--- src/common/pwc_cfg.svh ---
// constants for the wetting-pulse configuration bank
// Function
// pulse time code n gives (n+1)*64us
// bit 3 sets 15mA for inputs 18-23
// bit 2 sets 15mA for inputs 12-17
// bit 1 sets 15mA for inputs 6-11
// bit 0 sets 15mA for inputs 0-5
// one enable bit per input
// timing register at 1Fh, upper bits zero
// enable register at 20h, resets to zero
// threshold register at 21h, six 2-bit fields
// threshold codes 2V, 2.7V, 3V, 4V
// reserved bits ignore writes, read zero
// enabled inputs get group current for time
`ifndef PWC_CFG_SVH
`define PWC_CFG_SVH

// register addresses
`define PWC_ADDR_W 6
`define PWC_TIMING_ADDR 6'h1F
`define PWC_ENABLE_ADDR 6'h20
`define PWC_THRES_ADDR 6'h21

// field positions
`define PWC_TIME_MSB 6
`define PWC_TIME_LSB 4
`define PWC_CUR_MSB 3
`define PWC_THRES_MSB 11
`define PWC_GROUP_SIZE 6

// reset value of all three registers
`define PWC_RESET_VAL 24'h000000

// timing: one activation unit in microseconds, core clock rate
`define PWC_UNIT_US 64
`define PWC_CLK_MHZ 20
`define PWC_UNIT_CYC (`PWC_UNIT_US * `PWC_CLK_MHZ)

`endif

--- src/common/pwc_pkg.sv ---
// types for the wetting-pulse configuration bank
package pwc_pkg;

  // pulse timer states, one-hot
  typedef enum logic [1:0] {
    PWC_IDLE = 2'b01,
    PWC_RUN = 2'b10
  } pwc_state_e;

  // comparator threshold codes
  typedef enum logic [1:0] {
    PWC_THR_2V0 = 2'h0,
    PWC_THR_2V7 = 2'h1,
    PWC_THR_3V0 = 2'h2,
    PWC_THR_4V0 = 2'h3
  } pwc_thres_e;

  typedef logic [23:0] pwc_word_t;

endpackage

--- src/verilog/pwc_config_bank.sv ---
// wetting-pulse configuration bank with its pulse controller
`timescale 1ns/1ps
`include "pwc_cfg.svh"
module pwc_config_bank
  import pwc_pkg::*;
#(
  parameter int unsigned UNIT_CYCLES = `PWC_UNIT_CYC,
  parameter int unsigned NUM_INPUTS = 24
) (
  // clock and reset
  input wire logic clock_i,
  input wire logic rst_i,
  // register access from the serial interface
  input wire logic [`PWC_ADDR_W-1:0] reg_addr_i,
  input wire logic reg_wr_i,
  input wire logic reg_rd_i,
  input wire logic [23:0] reg_wdata_i,
  output logic [23:0] reg_rdata_o,
  // pulse sequencing
  input wire logic pulse_start_i,
  output logic pulse_active_o,
  output logic pulse_done_o,
  // to the current sources and comparator
  output logic [NUM_INPUTS-1:0] pulse_drive_o,
  output logic [NUM_INPUTS-1:0] pulse_high_current_o,
  output logic [`PWC_THRES_MSB:0] threshold_sel_o
);

  // stored fields
  logic [2:0] pulse_activation_time_reg, pulse_activation_time_next;
  logic [3:0] pulse_current_group_reg, pulse_current_group_next;
  logic [NUM_INPUTS-1:0] pulse_input_enable_mask_reg, pulse_input_enable_mask_next;
  logic [`PWC_THRES_MSB:0] comparator_threshold_select_reg;
  logic [`PWC_THRES_MSB:0] comparator_threshold_select_next;
  // read data
  pwc_word_t rdata_reg, rdata_next;
  // pulse snapshots
  logic [NUM_INPUTS-1:0] drive_reg, drive_next;
  logic [3:0] cur_snap_reg, cur_snap_next;
  // control
  logic timer_busy;
  logic timer_done;
  logic start_ok;

  // address decode and write of the three registers
  always_comb begin
    pulse_activation_time_next = pulse_activation_time_reg;
    pulse_current_group_next = pulse_current_group_reg;
    pulse_input_enable_mask_next = pulse_input_enable_mask_reg;
    comparator_threshold_select_next = comparator_threshold_select_reg;
    if (reg_wr_i) begin
      case (reg_addr_i)
        `PWC_TIMING_ADDR: begin
          pulse_activation_time_next = reg_wdata_i[`PWC_TIME_MSB:`PWC_TIME_LSB];
          pulse_current_group_next = reg_wdata_i[`PWC_CUR_MSB:0];
        end
        `PWC_ENABLE_ADDR: begin
          pulse_input_enable_mask_next = reg_wdata_i[NUM_INPUTS-1:0];
        end
        `PWC_THRES_ADDR: begin
          comparator_threshold_select_next = reg_wdata_i[`PWC_THRES_MSB:0];
        end
        default: begin
          pulse_activation_time_next = pulse_activation_time_reg;
        end
      endcase
    end
  end

  // read mux, reserved positions and unmapped addresses read zero
  always_comb begin
    rdata_next = rdata_reg;
    if (reg_rd_i) begin
      case (reg_addr_i)
        `PWC_TIMING_ADDR: begin
          rdata_next = {17'h00000, pulse_activation_time_reg, pulse_current_group_reg};
        end
        `PWC_ENABLE_ADDR: begin
          rdata_next = 24'(pulse_input_enable_mask_reg);
        end
        `PWC_THRES_ADDR: begin
          rdata_next = {12'h000, comparator_threshold_select_reg};
        end
        default: begin
          rdata_next = 24'h000000;
        end
      endcase
    end
  end

  // pulse snapshot: mask and group currents held for the whole pulse
  always_comb begin
    start_ok = pulse_start_i && !timer_busy;
    drive_next = drive_reg;
    cur_snap_next = cur_snap_reg;
    if (start_ok) begin
      drive_next = pulse_input_enable_mask_reg;
      cur_snap_next = pulse_current_group_reg;
    end else if (timer_done) begin
      drive_next = '0;
    end
  end

  // register file and snapshot flip-flops
  always_ff @(posedge clock_i or posedge rst_i) begin
    if (rst_i) begin
      pulse_activation_time_reg <= 3'h0;
      pulse_current_group_reg <= 4'h0;
      pulse_input_enable_mask_reg <= '0;
      comparator_threshold_select_reg <= 12'h000;
      rdata_reg <= `PWC_RESET_VAL;
      drive_reg <= '0;
      cur_snap_reg <= 4'h0;
    end else begin
      pulse_activation_time_reg <= pulse_activation_time_next;
      pulse_current_group_reg <= pulse_current_group_next;
      pulse_input_enable_mask_reg <= pulse_input_enable_mask_next;
      comparator_threshold_select_reg <= comparator_threshold_select_next;
      rdata_reg <= rdata_next;
      drive_reg <= drive_next;
      cur_snap_reg <= cur_snap_next;
    end
  end

  // activation timer
  pwc_pulse_timer #(
    .UNIT_CYCLES(UNIT_CYCLES)
  ) u_timer (
    .clock_i(clock_i),
    .rst_i(rst_i),
    .start_i(start_ok),
    .time_code_i(pulse_activation_time_reg),
    .busy_o(timer_busy),
    .done_o(timer_done)
  );

  // per-input current level from its six-input group
  genvar gi;
  generate
    for (gi = 0; gi < NUM_INPUTS; gi++) begin : g_cur
      assign pulse_high_current_o[gi] = drive_reg[gi] && cur_snap_reg[gi / `PWC_GROUP_SIZE];
    end
  endgenerate

  // outputs
  assign reg_rdata_o = rdata_reg;
  assign pulse_active_o = timer_busy;
  assign pulse_done_o = timer_done;
  assign pulse_drive_o = drive_reg;
  assign threshold_sel_o = comparator_threshold_select_reg;

  // unmapped addresses neither answer with data nor store anything
  logic addr_unmapped;
  assign addr_unmapped = (reg_addr_i != `PWC_TIMING_ADDR) &&
    (reg_addr_i != `PWC_ENABLE_ADDR) && (reg_addr_i != `PWC_THRES_ADDR);
endmodule // pwc_config_bank

--- src/verilog/pwc_pulse_timer.sv ---
// activation timer for one wetting pulse
`timescale 1ns/1ps
`include "pwc_cfg.svh"
module pwc_pulse_timer
  import pwc_pkg::*;
#(
  parameter int unsigned UNIT_CYCLES = `PWC_UNIT_CYC
) (
  // clock and reset
  input wire logic clock_i,
  input wire logic rst_i,
  // request
  input wire logic start_i,
  input wire logic [2:0] time_code_i,
  // status
  output logic busy_o,
  output logic done_o
);

  localparam logic [15:0] UNIT_LAST = 16'(UNIT_CYCLES - 1);

  pwc_state_e state_reg, state_next;
  logic [15:0] pre_reg, pre_next;
  logic [2:0] units_reg, units_next;
  logic [2:0] code_reg, code_next;
  logic unit_tick;

  // prescaler gives one unit tick per 64us, units counted to the code
  always_comb begin
    unit_tick = (state_reg == PWC_RUN) && (pre_reg == UNIT_LAST);
    done_o = unit_tick && (units_reg == code_reg);
    state_next = state_reg;
    pre_next = pre_reg;
    units_next = units_reg;
    code_next = code_reg;
    case (state_reg)
      PWC_IDLE: begin
        if (start_i) begin
          state_next = PWC_RUN;
          pre_next = 16'h0000;
          units_next = 3'h0;
          code_next = time_code_i;
        end
      end
      PWC_RUN: begin
        pre_next = unit_tick ? 16'h0000 : pre_reg + 16'h0001;
        if (done_o) begin
          state_next = PWC_IDLE;
        end else if (unit_tick) begin
          units_next = units_reg + 3'h1;
        end
      end
      default: begin
        state_next = PWC_IDLE;
      end
    endcase
  end

  // timer state registers
  always_ff @(posedge clock_i or posedge rst_i) begin
    if (rst_i) begin
      state_reg <= PWC_IDLE;
      pre_reg <= 16'h0000;
      units_reg <= 3'h0;
      code_reg <= 3'h0;
    end else begin
      state_reg <= state_next;
      pre_reg <= pre_next;
      units_reg <= units_next;
      code_reg <= code_next;
    end
  end

  assign busy_o = (state_reg == PWC_RUN);

  // helper: length of the current pulse
  logic [15:0] len_reg;
  always_ff @(posedge clock_i or posedge rst_i) begin
    if (rst_i) begin
      len_reg <= 16'h0000;
    end else begin
      len_reg <= busy_o ? len_reg + 16'h0001 : 16'h0000;
    end
  end
endmodule // pwc_pulse_timer
--- config.mk ---
export PLATFORM = sky130hd
export DESIGN_NAME = pwc_config_bank
export DESIGN_NICKNAME = d
export VERILOG_FILES = /design/src/common/pwc_pkg.sv /design/src/verilog/pwc_config_bank.sv /design/src/verilog/pwc_pulse_timer.sv
export VERILOG_INCLUDE_DIRS = /design/src /design/src/common
export SDC_FILE = /design/constraint.sdc
export NUM_CORES = 1
export LEC_CHECK = 0
export ABC_CLOCK_PERIOD_IN_PS = 7300
export BUFFER_PORTS_ARGS = -buffer_cell sky130_fd_sc_hd__clkbuf_2
export CAP_MARGIN = 20
export CORE_UTILIZATION = 47
export CTS_BUF_LIST = sky130_fd_sc_hd__clkbuf_16
export CTS_CLUSTER_SIZE = 20
export DETAILED_ROUTE_END_ITERATION = 10
export PLACE_DENSITY_LB_ADDON = 0.15
export SLEW_MARGIN = 20
export SYNTH_ARGS = -nofsm -noshare
export SYNTH_HDL_FRONTEND = slang
export SYNTH_SLANG_ARGS = --single-unit
--- constraint.sdc ---
create_clock -name clock_i -period 7.3 [get_ports clock_i]
set_input_delay 1.46 -clock clock_i [delete_from_list [all_inputs] [get_ports clock_i]]
set_output_delay 1.46 -clock clock_i [all_outputs]
set_load 0.01 [all_outputs]
==> results.cfg <==
[setup_path]
cp-start-kind = flop
crit_path_end_kind = primary output
crit_required_ns = 5.84
cp_max_fo = 25
critical_path_class = flop to primary output
arrival_ns = 2.49

[timing]
tightestPinTransition_ns = 1.04
setup_viol = 0
skew_ns = 0.00857
period_minus_slack_ns = 3.95
setup_tns_ns = 0
finalHoldViolCount = 0
clock.fmax_mhz = 253
rsz0062_at_grt = false
finalCritPeriodShare_pct = 54.1
relSlewSlack_pct = 30.7
slew_viol_final = 0

[placed_design]
portBuffers = 120
dp_hpwl_um = 8080
dp.cells = 735
gp_congestion = 0.856

[hold_path]
hold_path.class = flop to flop

[synth]
ys_seq_area_share_pct = 56.4
synth_compound_area_share_pct = 7.98
synthFlopType = dfrtp_1
yosys.area.top_type_share_pct = 55.9
synth_top_area_cell = dfrtp_1
synth-xor-area-share_pct = 1.66
synthMuxAreaShare_pct = 12.1
synthSimpleGateAreaFrac_pct = 17.7
synthTopCellsByArea = dfrtp_1 (56%), nand2_1 (6.9%), mux2_2 (6.4%)
syn_area_per_cell_um2 = 10.7
synth_cell_types = 45
synth_nets = 531
synth-async-reset-ratio_pct = 100
synth_seq_cells = 119
netlist_instances = 494
synth-edff-count = 0
synth_top_family_by_area = simple AND/OR/NAND/NOR gates
yosys_warnings = 0
synth_fa_ha_area_share_pct = 0.474
synth_area_um2 = 5280

[grt]
grt_pass1_wl_um = 19200
met1_usage_pct = 29.1
grtUsageMet3_pct = 5.61
grt_max_degree = 83
use_met2_pct = 34.5
overflow = 0
antenna_found_initial = 0
gr-usage-all-layers_pct = 21.6
first_global_vias = 3914
grt-busiest-layer = met2

[cts]
cts_setup_buffers = 0
cts_hold_buf = 0
insertion_delay_ns = 0.41
clockBufferDepth = 2
numCtsBuffers = 17
htreeDepth = 4
tritoncts = done
clkSlewWorstSetupHoldPaths_ns = 0.05
clkSinkCount = 119
post_cts_resize_count = 0
ctsRootBufferMaster = clkbuf_16

[drt]
wire_per_inst_um = 15.2
dr.pass1.iters = 4
wl_um = 11600
drc = 0
ant_nets = 0
drt_iter0_drc = 168
avgViaCountPerCell = 5.21
vias = 3993

[die]
io-pin-count = 121
core.rowCount = 38
start_util_pct = 48.5
die-width_um = 108
fp.dieArea_um2 = 11700
die_y_um = 108
coreArea_um2 = 10900

[final_layout]
diodes = 0
final_cell_mix = clkbuf_2 (120), dfrtp_1 (118), nand2_1 (97)
fin_cells = 767
final_common_cell = clkbuf_2
final_net_count = 651
drive_gt1_share_pct = 31.4
area_growth_pct = 23.8

[power_and_ir_drop]
p_leak_uw = 0.00323
powerDensity_nw_per_um2 = 248
peakVddDrop_uv = 141
power_uw = 1620

[run]
cap_violations = 0

[status]
outcome = complete, no violations
-- Yosys cell counts, drive strengths merged (2+ instances only) --
master / n
clkbuf: 7
nand2: 99
and2: 26
nand4: 5
nor3: 2
xor2: 2
dfrtp: 118
a22oi: 7
o21ai: 52
mux2: 55
a31oi: 3
nand2b: 3
mux2i: 2
and4: 2
ha: 2
buf: 14
and3b: 3
nand3: 14
nor2: 25
a21oi: 10
xnor2: 8
inv: 20
and3: 4
-- power breakdown --
group          internal (µW)  switching (µW)
clock                    503             306
sequential               695            27.3
combinational           45.0            46.4
-- stage by stage --
step	hold slack (ns)	cell area [µm²]	setup WS (ns)	util (%)
finish	0.494	6540	3.35	60.1
global route	0.524	6540	3.13	60.1
CTS	0.498	6540	3.33	60.0
detailed placement	0.489	5960	3.73	54.7
global placement	0.480	5960	3.84	54.7
floorplan	0.456	5280	2.68	-
-- worst max-delay path: stages (launching register included) --
cell      delay [ns]
dfrtp_1         0.37
ha_1            0.19
nand3_1         0.14
nor2_4          0.21
nand2_2         0.12
nor3_4          0.77
clkbuf_2        0.27
-- metal layers --
layer  up-vias  part of all wire [%]
li1       1918                     -
met1      1967                    47
met2        99                    48
met3         9                   4.2
met4         0                  0.92
met5         -                     0
-- layout make-up --
type                    instances  area [µm²]
multi-input cells             334        2110
clock buffers                  17         425
flip-flops and latches        119        2980
fillers                       947        4350
clock inverters                15         156
well taps                     140         175
repair buffers                122         619
inverters                      20        77.6
-- final timing paths --
path	startpoint	to	slack (ns)	cells after the start
setup / recovery	u_timer.pre_reg[0]	pulse_done_o	3.35	6
hold / removal	u_timer.units_reg[2]	u_timer.units_reg[2]	0.49	1
setup reg to reg	u_timer.pre_reg[0]	pulse_drive_o[22]	5.09	6
hold reg to reg	u_timer.units_reg[2]	u_timer.units_reg[2]	0.49	1
max in group asynchronous	rst_i	threshold_sel_o[9]	5.14	3
min in group asynchronous	rst_i	reg_rdata_o[18]	1.08	2
-- cells by family (layout without fill, tap and decap cells) --
kind of cell	after synthesis	after routing
xor gates and xnor gates	10	10
buffers and inverters	41	174
AOI/OAI and AO/OA	77	77
DFF	119	119
muxes	57	57
adders and majority gates	2	2
and+or+nand+nor	188	188
(Power assumes the default switching activity.)
